===== config.mk =====
export PLATFORM = sky130hd
export DESIGN_NAME = tx_link_error_status_flat
export DESIGN_NICKNAME = d
export VERILOG_FILES = /design/src/hdl/tx_err_pkg.sv /design/src/hdl/tx_err_if.sv /design/src/hdl/tx_link_error_status.sv /design/src/flat_wrapper.sv
export SDC_FILE = /design/constraint.sdc
export NUM_CORES = 1
export LEC_CHECK = 0
export BUFFER_PORTS_ARGS = -buffer_cell sky130_fd_sc_hd__buf_2
export CAP_MARGIN = 20
export CORE_MARGIN = 2
export CORE_UTILIZATION = 35
export DETAILED_ROUTE_END_ITERATION = 8
export GPL_TIMING_DRIVEN = 0
export PLACE_DENSITY = 0.68
export SLEW_MARGIN = 10
export SYNTH_ARGS = -nofsm -noshare
export SYNTH_HDL_FRONTEND = slang
export SYNTH_SLANG_ARGS = --single-unit
export TNS_END_PERCENT = 10

===== constraint.sdc =====
create_clock -name clk -period 4.54 [get_ports clk]
set_clock_uncertainty 0.1 [all_clocks]
set_input_delay 0.681 -clock clk [delete_from_list [all_inputs] [get_ports clk]]
set_output_delay 0.681 -clock clk [all_outputs]
set_load 0.01 [all_outputs]

===== src/hdl/tx_err_pkg.sv =====
// Constants shared by the transmit error-status block and its control end.
// Assumes one 40 MHz clock and a synchronous active-high reset for both ends.
//
// Behaviour
// - Interrupt when any enabled flag set; here bit 8 never interrupts, even when enabled.
// - Software clears serviced flags, checks none pending.
// - Bit 8 plain read/write storage, resets zero.
// - Bit 7 on unexpected lane FIFO empty.
// - Bit 6 on unexpected lane FIFO full.
// - FIFO error needs transceiver and link reset.
// - Bit 5 on lane PLL lock loss.
// - Bit 4 when SYNC_N low too long.
// - Reinit request returns link to K28.5 sync.
// - Bit 3 when transport valid drops.
// - Upstream gives valid data whenever ready asserted.
// - Bit 2 on invalid link data when requested.
// - Integrator may tie fault 0, valid 1.
// - Bit 1 on SYSREF period not LMFC multiple.
// - Bit 0 on receiver SYNC_N error report.
// - SYSREF rising edge resets multiframe counter; only with sysref_continuous set.
package tx_err_pkg;

  // ****************************************
  // Register layout
  // ****************************************
  localparam logic [7:0] FLAGS_OFFSET = 8'h60;
  localparam logic [7:0] ENABLE_OFFSET = 8'h64;
  localparam int FLAG_W = 9;
  localparam int BIT_SPARE = 8;
  localparam int BIT_FIFO_EMPTY = 7;
  localparam int BIT_FIFO_FULL = 6;
  localparam int BIT_PLL_LOCK = 5;
  localparam int BIT_REINIT = 4;
  localparam int BIT_FRAME_INVALID = 3;
  localparam int BIT_LINK_INVALID = 2;
  localparam int BIT_SYSREF_LMFC = 1;
  localparam int BIT_SYNC_ERR = 0;
  localparam logic [8:0] FLAGS_RESET = 9'h000;
  localparam logic [8:0] ENABLE_RESET = 9'h1F1;
  localparam logic [8:0] EVENT_MASK = 9'h0FF;

  // ****************************************
  // Timing
  // ****************************************
  localparam int REINIT_FRAMES = 5;
  localparam int REINIT_OCTETS = 9;
  localparam int DEF_OCTETS_PER_FRAME = 1;
  localparam int DEF_FRAMES_PER_MF = 32;
  localparam int CNT_W = 16;

  // Link state reported on the device end's status output
  typedef enum logic [1:0] {LS_CGS, LS_ILAS, LS_DATA} link_state_e;

endpackage : tx_err_pkg


===== src/hdl/tx_err_if.sv =====
// Interface joining the error-status device end and its control end.
// Assumes both ends share clk and srst.
`timescale 1ns/1ps
interface tx_err_if (
  input wire logic clk
);
  import tx_err_pkg::*;
  logic wr_en;
  logic rd_en;
  logic [7:0] addr;
  logic [31:0] wdata;
  logic [31:0] rdata;
  logic irq;
  logic link_reset;

  modport device (input wr_en, input rd_en, input addr, input wdata,
    output rdata, output irq, input link_reset);
  modport control (output wr_en, output rd_en, output addr, output wdata,
    input rdata, input irq, output link_reset);
endinterface : tx_err_if


===== src/hdl/tx_link_error_status.sv =====
// Device end: sticky transmit error flags, their enables and the interrupt.
// Link counts run in clocks of four octets each.
// Assumes all event inputs are synchronous to clk; link events are levels.
`timescale 1ns/1ps
module tx_link_error_status
  import tx_err_pkg::*;
#(
  parameter int OCTETS_PER_FRAME = DEF_OCTETS_PER_FRAME,
  parameter int FRAMES_PER_MF = DEF_FRAMES_PER_MF
) (
  // Clock and reset
  input wire logic clk,
  input wire logic srst,
  // Register side
  tx_err_if.device bus,
  // Lane status
  input wire logic link_running,
  input wire logic lane_fifo_empty,
  input wire logic lane_fifo_full,
  input wire logic lane_pll_locked,
  // Receiver sync and reference
  input wire logic sync_n,
  input wire logic sync_err_report,
  input wire logic sysref,
  input wire logic sysref_continuous,
  // Transport and link streaming
  input wire logic transport_present,
  input wire logic upstream_sample_valid,
  input wire logic upstream_sample_ready,
  input wire logic transport_frame_fault_in,
  input wire logic link_input_valid,
  input wire logic link_data_request,
  // Status
  output logic [1:0] link_state,
  output logic send_k28_5,
  output logic [CNT_W-1:0] lmfc_count
);

  // ****************************************
  // State
  // ****************************************
  // Multiframe length and restart limit, both in link clocks
  localparam int LMFC_PERIOD = (FRAMES_PER_MF * OCTETS_PER_FRAME) / 4;
  localparam logic [CNT_W-1:0] LMFC_LAST = CNT_W'(LMFC_PERIOD - 1);
  localparam logic [CNT_W-1:0] REINIT_LIMIT =
    CNT_W'((REINIT_FRAMES * OCTETS_PER_FRAME + REINIT_OCTETS) / 4);

  // Whole state of the device end in one register
  typedef struct packed {
    logic [FLAG_W-1:0] flags;
    logic [FLAG_W-1:0] enable;
    logic [CNT_W-1:0] sync_low_cnt;
    logic [CNT_W-1:0] lmfc;
    logic sysref_d;
    link_state_e lstate;
    logic [31:0] rdata;
  } state_s;

  state_s st_r;
  state_s st_nxt;

  // ****************************************
  // Event detection
  // ****************************************
  // One level per flag bit; bit 8 has no event and never interrupts
  logic [FLAG_W-1:0] ev;
  logic sys_rise;
  logic lmfc_wrap;
  logic reinit_hit;

  // Delayed copy resets low, the idle level of the pin, so no false edge
  assign sys_rise = sysref & ~st_r.sysref_d;

  // Multiframe counter sits on its last count this cycle
  assign lmfc_wrap = (st_r.lmfc == LMFC_LAST);

  // Line low past the limit; ignored in code group sync, where the
  // receiver holds it low on purpose until it has locked
  assign reinit_hit = (st_r.lstate != LS_CGS) && !sync_n
    && (st_r.sync_low_cnt == REINIT_LIMIT);

  // Event levels, sampled every cycle; a level that stays up keeps
  // setting its flag, so a clear only sticks once the cause is gone
  always_comb begin
    ev = '0;
    // Lane faults count only while the link runs; start-up is ignored
    ev[BIT_FIFO_EMPTY] = link_running & lane_fifo_empty;
    ev[BIT_FIFO_FULL] = link_running & lane_fifo_full;
    ev[BIT_PLL_LOCK] = link_running & ~lane_pll_locked;

    // Receiver asked for a restart
    ev[BIT_REINIT] = reinit_hit;

    // Upstream must have a sample whenever one is asked for
    ev[BIT_FRAME_INVALID] = transport_present & upstream_sample_ready
      & (~upstream_sample_valid | transport_frame_fault_in);
    ev[BIT_LINK_INVALID] = link_data_request & ~link_input_valid;

    // Reference edge off a multiframe boundary: period not a multiple
    ev[BIT_SYSREF_LMFC] = sysref_continuous & sys_rise & ~lmfc_wrap;
    // Receiver error report passes straight through
    ev[BIT_SYNC_ERR] = sync_err_report;
  end

  // ****************************************
  // Next state
  // ****************************************
  // Set wins over a same-cycle write-one clear, so no event is lost
  always_comb begin
    st_nxt = st_r;
    // Reference delay for the edge detector
    st_nxt.sysref_d = sysref;

    // Reinit detect: count clocks of SYNC_N low, saturating past the limit
    if (sync_n) begin
      st_nxt.sync_low_cnt = '0;
    end else if (st_r.sync_low_cnt <= REINIT_LIMIT) begin
      st_nxt.sync_low_cnt = st_r.sync_low_cnt + CNT_W'(1);
    end

    // Local multiframe counter; a reference edge realigns it while sysref_continuous is set
    if (sysref_continuous && sys_rise) begin
      st_nxt.lmfc = '0;
    end else if (lmfc_wrap) begin
      st_nxt.lmfc = '0;
    end else begin
      st_nxt.lmfc = st_r.lmfc + CNT_W'(1);
    end

    // Link state: sync characters until the receiver releases the line,
    // then one multiframe of alignment, then data
    case (st_r.lstate)
      LS_CGS: begin
        // Leave only on a multiframe boundary so both ends agree on it
        if (sync_n && lmfc_wrap) begin
          st_nxt.lstate = LS_ILAS;
        end
      end
      LS_ILAS: begin
        if (lmfc_wrap) begin
          st_nxt.lstate = LS_DATA;
        end
      end
      LS_DATA: begin
        // Stay put; a restart request is handled below for every state
        st_nxt.lstate = LS_DATA;
      end
      default: begin
        st_nxt.lstate = LS_CGS;
      end
    endcase
    // A restart request wins over any advance and resends sync characters
    if (ev[BIT_REINIT]) begin
      st_nxt.lstate = LS_CGS;
    end

    // Register writes: write-one-clear flags, plain spare bit; a write of
    // zero leaves a flag alone, so software clears only what it serviced
    if (bus.wr_en && bus.addr == FLAGS_OFFSET) begin
      st_nxt.flags = st_r.flags & ~(bus.wdata[FLAG_W-1:0] & EVENT_MASK);
      st_nxt.flags[BIT_SPARE] = bus.wdata[BIT_SPARE];
    end
    if (bus.wr_en && bus.addr == ENABLE_OFFSET) begin
      st_nxt.enable = bus.wdata[FLAG_W-1:0];
    end
    // Events are applied last so they win over the clear above
    st_nxt.flags = st_nxt.flags | (ev & EVENT_MASK);

    // Registered read data, valid the cycle after the strobe; the bus
    // reads zero when idle so a stray sample cannot look like a flag
    st_nxt.rdata = '0;
    if (bus.rd_en) begin
      case (bus.addr)
        FLAGS_OFFSET: st_nxt.rdata = {23'h000000, st_r.flags};
        ENABLE_OFFSET: st_nxt.rdata = {23'h000000, st_r.enable};
        default: st_nxt.rdata = 32'h00000000;
      endcase
    end

    // Link reset from the control end restarts link tracking
    // Flags are kept: software must still see what caused the reset
    if (bus.link_reset) begin
      st_nxt.lstate = LS_CGS;
      st_nxt.lmfc = '0;
      st_nxt.sync_low_cnt = '0;
    end
  end

  // ****************************************
  // Registers
  // ****************************************
  // Reset clears the flags and restores the enable defaults
  always_ff @(posedge clk) begin
    if (srst) begin
      st_r <= '{flags: FLAGS_RESET, enable: ENABLE_RESET, sync_low_cnt: '0,
        lmfc: '0, sysref_d: 1'b0, lstate: LS_CGS, rdata: '0};
    end else begin
      st_r <= st_nxt;
    end
  end

  // ****************************************
  // Outputs
  // ****************************************
  // Interrupt is a level from flags and enables; it drops as soon as the
  // last enabled flag is cleared or its enable is taken away
  assign bus.irq = |(st_r.flags & st_r.enable & EVENT_MASK);
  // Read data straight from its register
  assign bus.rdata = st_r.rdata;
  // Status views of the link tracker
  assign link_state = st_r.lstate;
  assign send_k28_5 = (st_r.lstate == LS_CGS);
  assign lmfc_count = st_r.lmfc;

endmodule : tx_link_error_status


===== src/flat_wrapper.sv =====
// flat-port wrapper written by rule: the top's interface ports become plain ports
module tx_link_error_status_flat import tx_err_pkg::*;
#(
  parameter int OCTETS_PER_FRAME = DEF_OCTETS_PER_FRAME,
  parameter int FRAMES_PER_MF = DEF_FRAMES_PER_MF
)
  (clk, srst, link_running, lane_fifo_empty, lane_fifo_full, lane_pll_locked, sync_n, sync_err_report, sysref, sysref_continuous, transport_present, upstream_sample_valid, upstream_sample_ready, transport_frame_fault_in, link_input_valid, link_data_request, link_state, send_k28_5, lmfc_count, bus_wr_en, bus_rd_en, bus_addr, bus_wdata, bus_rdata, bus_irq, bus_link_reset);
  tx_err_if bus_i (.clk(clk));
  input wire logic clk;
  input wire logic srst;
  input wire logic link_running;
  input wire logic lane_fifo_empty;
  input wire logic lane_fifo_full;
  input wire logic lane_pll_locked;
  input wire logic sync_n;
  input wire logic sync_err_report;
  input wire logic sysref;
  input wire logic sysref_continuous;
  input wire logic transport_present;
  input wire logic upstream_sample_valid;
  input wire logic upstream_sample_ready;
  input wire logic transport_frame_fault_in;
  input wire logic link_input_valid;
  input wire logic link_data_request;
  output logic [1:0] link_state;
  output logic send_k28_5;
  output logic [CNT_W-1:0] lmfc_count;
  input wire logic [$bits(bus_i.wr_en)-1:0] bus_wr_en;
  input wire logic [$bits(bus_i.rd_en)-1:0] bus_rd_en;
  input wire logic [$bits(bus_i.addr)-1:0] bus_addr;
  input wire logic [$bits(bus_i.wdata)-1:0] bus_wdata;
  output wire logic [$bits(bus_i.rdata)-1:0] bus_rdata;
  output wire logic [$bits(bus_i.irq)-1:0] bus_irq;
  input wire logic [$bits(bus_i.link_reset)-1:0] bus_link_reset;
  assign bus_i.wr_en = bus_wr_en;
  assign bus_i.rd_en = bus_rd_en;
  assign bus_i.addr = bus_addr;
  assign bus_i.wdata = bus_wdata;
  assign bus_rdata = bus_i.rdata;
  assign bus_irq = bus_i.irq;
  assign bus_i.link_reset = bus_link_reset;
  tx_link_error_status #(.OCTETS_PER_FRAME(OCTETS_PER_FRAME), .FRAMES_PER_MF(FRAMES_PER_MF)) u_core (.clk(clk), .srst(srst), .bus(bus_i), .link_running(link_running), .lane_fifo_empty(lane_fifo_empty), .lane_fifo_full(lane_fifo_full), .lane_pll_locked(lane_pll_locked), .sync_n(sync_n), .sync_err_report(sync_err_report), .sysref(sysref), .sysref_continuous(sysref_continuous), .transport_present(transport_present), .upstream_sample_valid(upstream_sample_valid), .upstream_sample_ready(upstream_sample_ready), .transport_frame_fault_in(transport_frame_fault_in), .link_input_valid(link_input_valid), .link_data_request(link_data_request), .link_state(link_state), .send_k28_5(send_k28_5), .lmfc_count(lmfc_count));
endmodule

======== Word-level counts from Yosys, hierarchy flattened ========
Cells that the tools add are included.
storage, ports and cells
  logic and storage cells ................. 58
  input port bits ......................... 59
  memory bits (writable) .................. 0
  ROM bits ................................ 0
  bits in registers ....................... 85
  memories ................................ 0
  latch bits .............................. 0
cells by class
  div/mod/pow operators ................... 0
  multipliers ............................. 0
  reduce and logical (&&, ||, !) cells .... 15
  multiplexer cells ....................... 5
  order comparisons ....................... 1
  bitwise gates (word level) .............. 20
  equal/unequal tests ..................... 8
  add/sub/neg operators ................... 2
  shifts and indexed selects .............. 0
operators with widths
  operator                                                count
  adder 16 x 1 -> 16 bit (second input constant)          2
  case mux 9 bit (2 select lines)                         1
  bitwise AND 8 bit                                       2
  == test 16 x 2 -> 1 bit (second input constant)         1
  == test 16 x 3 -> 1 bit (second input constant)         1
  == test 8 x 7 -> 1 bit (second input constant)          2
  <= comparator 16 x 2 -> 1 bit (second input constant)   1
  bitwise AND 1 bit                                       9
  two-way mux 9 bit                                       1
  OR 9 x 8 -> 9 bit                                       1
  NOT 8 bit                                               1
  OR reduction 8 bit                                      1
  logical AND 1 bit                                       6
  NOT 1 bit                                               6
  case mux 2 bit (3 select lines)                         1
  OR reduction 3 bit                                      2
  two-way mux 2 bit                                       2
  inequality test 2 x 1 -> 1 bit (second input constant)  2
  OR reduction 4 bit                                      1
  == test 2 x 1 -> 1 bit (second input constant)          1
  == test 2 bit (second input constant)                   1
  zero test 2 bit                                         1
  AND reduction 2 bit                                     1
  nonzero test 2 bit                                      1
  other kinds (3)                                         3

======== Depth between registers and ports, before layout ========
  depth after elaboration ................. 5
  depth in mapped cells ................... 6

======== Least setup slack after synthesis ========
OpenSTA, ideal clock, no wires.
  path kind ............................... input to register
  start point ............................. in bus_addr[4]
  end point ............................... reg u_core.st_r[67] (netlist name)
  path slack .............................. 2.593 ns
  library setup time ...................... 0.120 ns
  path buffers ............................ 1
  stages .................................. 4
  arrival ................................. 1.727 ns
  cell sequence ........................... nor4bb_1 > nand4_1 > clkbuf_1 > a211o_1
on the way
  word-level cells in the longest chain between the ends .. 2
ends and longest elaborated chain
  element                 RTL line                     RTL
  start, declared         flat_wrapper.sv:30           input wire logic [$bits(bus_i.addr)-1:0] bus_addr;
  == test 8 x 7 -> 1 bit  tx_link_error_status.sv:163  if (bus.wr_en && bus.addr == ENABLE_OFFSET) begin
  logical AND 1 bit       tx_link_error_status.sv:163
  end signal, assigned    tx_link_error_status.sv:195  st_r <= '{flags: FLAGS_RESET, enable: ENABLE_RESET, sync_low_cnt: '0,
  end signal, assigned    tx_link_error_status.sv:198  st_r <= st_nxt;
  end, declared           tx_link_error_status.sv:59   state_s st_r;
Every way passes these cells.
A chain may end at the register's enable or synchronous reset.

======== Worst setup path after layout ========
  start point ............................. reg u_core.st_r (netlist bit u_core.lmfc_count[0])
  end point ............................... reg u_core.st_r (netlist bit u_core.lmfc_count[7])
on the way
  word-level cells in the longest chain between the ends .. 2
ends and longest elaborated chain
  element
  branches (longest 2 deep; another with adder 16 x 1 -> 16 bit)
Several ways; the timed one is not identified.

==> run_results.csv <==
group,metric,value,unit
run_status,outcome,"completed",
floorplan,num_io_pins,111,
route,drc_errors,0,
synth,synthArstFlopShare,0,
clocking,clockBufferDepth,2,
timing,tightest_slew,0.630,ns
synth,synthCells,322,
floorplan,fp-row-count,32,
clocking,numClockSinks,62,
timing,post-route-period-util,0.471,
worst_hold_path,hold_path.startpoint,"u_core.st_r[84]",
clocking,cts_setup_buffers,0,
pwr,p_leak,1.63,nW
synth,synthFlopType,"dfxtp_1",
clocking,clk_pin_slew,0.07,ns
pwr,total_power,1.18,mW
timing,holdWs,0.358,ns
timing,slew_violations,0,
setup_path,cp.required,4.65,ns
clocking,cts_root_buf,"clkbuf_8",
pwr,vdd_ir_drop_max,0.157,mV
clocking,cts_hold_buf,0,
setup_path,startpoint_type,"register",
job,maxCapViolations,0,
route,antenna_left,0,
cells_and_area,diodes,0,
setup_path,r2r_slack,2.40,ns
setup_path,crit_path_max_fanout,10,
clocking,clk-insertion-delay-late,0.33,ns
route,wire_per_inst,11.5,µm
clocking,cts_buffers,9,
cells_and_area,nets,482,
timing,min_period,2.14,ns
synth,syn_area,2830,µm²
setup_path,r2r-start,"u_core.lmfc_count[0]",
floorplan,start_util,0.364,
floorplan,die_area,8820,µm²
synth,synth-seq-cells,62,
timing,timing.fmax,0.467,GHz
synth,ys_warn_count,0,
place,place_ws,2.16,ns
timing,tns,0,ns
timing,finalHoldViolations,0,
pwr,power.density,328,nW/µm²
cells_and_area,area_growth,27.0,%
timing,finalSetupViolCount,0,
floorplan,coreArea,7770,µm²
clocking,cts_tree,"built",
cells_and_area,drive_above_1_share,0.321,
setup_path,reg2reg_to,"u_core.lmfc_count[7]",
worst_hold_path,hold_class,"register to register",
place,routabilityCongestion,0.779,
synth,syn_avg_cell_area,8.79,µm²
floorplan,die_x,93.9,µm
timing,rsz0062_at_grt,"false",
place,dp_hpwl,4590,µm
route,vias,2364,
setup_path,critical_path_arrival,2.25,ns
synth,ys_types,39,
clocking,cts_resized,0,
place,io_buffers,64,
global_routing,grt_max_degree,12,
worst_hold_path,min_delay_path_depth,2,
clocking,cts_max_level,3,
global_routing,grt_first_pass_wirelength,10100,µm
synth,ys_seq_area_frac,0.439,
route,totalWireLength,6070,µm
global_routing,gr-total-overflow,0,
timing,setup_slack,2.40,ns
setup_path,r2r_cells,6,
global_routing,first_global_vias,2260,
route,initialDrtViolationCount,109,
synth,synth_edf_count,0,
setup_path,critPathKind,"register to register",
worst_hold_path,whs_endpoint,"u_core.st_r[84]",
timing,slew-limit-headroom,0.577,
route,drt_pass1_iterations,4,
route,viasPerCell,4.49,
global_routing,antenna_found_initial,0,
setup_path,critPathCaptureType,"register",
global_routing,grt_use_total,0.145,
floorplan,die_h,93.9,µm
-- routing by layer --
metal  track usage  share of wire
met5             0              0
met4        0.0556          0.013
met3        0.0465          0.059
met2         0.238           0.48
met1         0.177           0.44
-- flip-flops by register name (all words and copies together), names as in the netlist --
name,count
u_core.bus.rdata,9
u_core.link_state,2
u_core.lmfc_count,16
u_core.st_r,35
-- worst max path at each step --
stage,end,cells past startpoint,slack (ns),start
3_5_place_dp,u_core.st_r[75],5,2.16,bus_addr[4]
4_1_cts,u_core.lmfc_count[7],6,2.40,u_core.lmfc_count[0]
3_3_place_gp,u_core.st_r[72],5,2.21,bus_addr[4]
5_1_grt,u_core.lmfc_count[8],6,2.21,u_core.lmfc_count[0]
2_1_floorplan,u_core.st_r[67],4,2.59,bus_addr[4]
6_report,u_core.lmfc_count[7],6,2.40,u_core.lmfc_count[0]
-- report_power, final --
| part | leakage [nW] | switching (mW) | total [mW] | internal, mW |
|---|---|---|---|---|
| sequential | 0.502 | 0.00471 | 0.555 | 0.550 |
| combinational | 1.01 | 0.0387 | 0.0743 | 0.0356 |
| clock | 0.116 | 0.211 | 0.550 | 0.339 |
-- kinds of logic (layout without fill, tap and decap cells) --
kind of cell    Yosys count  count (layout)  synth area share
buf+inv                  76             156             0.168
flops                    62              62             0.439
mux                       2               2           0.00752
compound gates           50              50             0.115
other cells               1              23           0.00133
fa+ha+maj                 4               4            0.0177
xor+xnor                 14              14            0.0433
simple gates            113             113             0.209
-- layout by cell type, fill, tap and decap left out, types with 2 or more instances in the layout --
| cell type | count |
|---|---|
| a211o_1 | 6 |
| a21oi_1 | 14 |
| a22oi_1 | 13 |
| and2_1 | 13 |
| buf_2 | 66 |
| buf_4 | 50 |
| bufinv_16 | 2 |
| clkbuf_1 | 4 |
| clkbuf_8 | 11 |
| conb_1 | 23 |
| dfxtp_1 | 62 |
| ha_1 | 4 |
| inv_1 | 19 |
| nand2_1 | 14 |
| nand2b_1 | 3 |
| nand3_1 | 10 |
| nand4_1 | 7 |
| nor2_1 | 38 |
| nor3_1 | 8 |
| nor4_1 | 8 |
| nor4bb_1 | 2 |
| o211ai_1 | 2 |
| o21ai_0 | 10 |
| or3_1 | 2 |
| or4_1 | 2 |
| xnor2_1 | 11 |
| xor2_1 | 3 |
-- critical path, stage by stage, from the launching register on --
cell and delay (ns):
dfxtp_1 0.37, ha_1 0.25, nor4bb_1 0.24, nand4_1 0.27, o211ai_1 0.36, buf_2 0.34
nor2_1 0.09
-- stage by stage --
stage               instance area [µm²]  utilization  std cells
floorplan                          2910            -        344
global placement                   3360        0.433        510
finish                             3590        0.462        526
CTS                                3590        0.462        526
detailed placement                 3360        0.433        510
global route                       3590        0.462        526
-- area by class of cell --
cell class                      count  area (µm²)
Timing Repair Buffer               64         320
Buffer                             57         404
Sequential cell                    62        1240
Fill cell                         762        4180
Clock buffer                       11         151
Inverter                           19        71.3
Tap cell                          102         128
Clock inverter                      5        81.3
Multi-Input combinational cell    206        1190
-- synth_stat cells (4+ instances only) --
cell type / instances / area [µm²]
nor3_1: 8 / 40.0
inv_1: 19 / 71.3
clkbuf_1: 4 / 15.0
xnor2_1: 11 / 96.3
a22oi_1: 13 / 97.6
nand2_1: 14 / 52.6
buf_4: 50 / 375
nand4_1: 7 / 43.8
dfxtp_1: 62 / 1240
ha_1: 4 / 50.1
a211o_1: 6 / 52.6
and2_1: 13 / 81.3
nor2_1: 38 / 143
o21ai_0: 10 / 50.1
a21oi_1: 14 / 70.1
nor4_1: 8 / 50.1
nand3_1: 10 / 50.1
No activity file was read; power rests on OpenSTA's default activity.
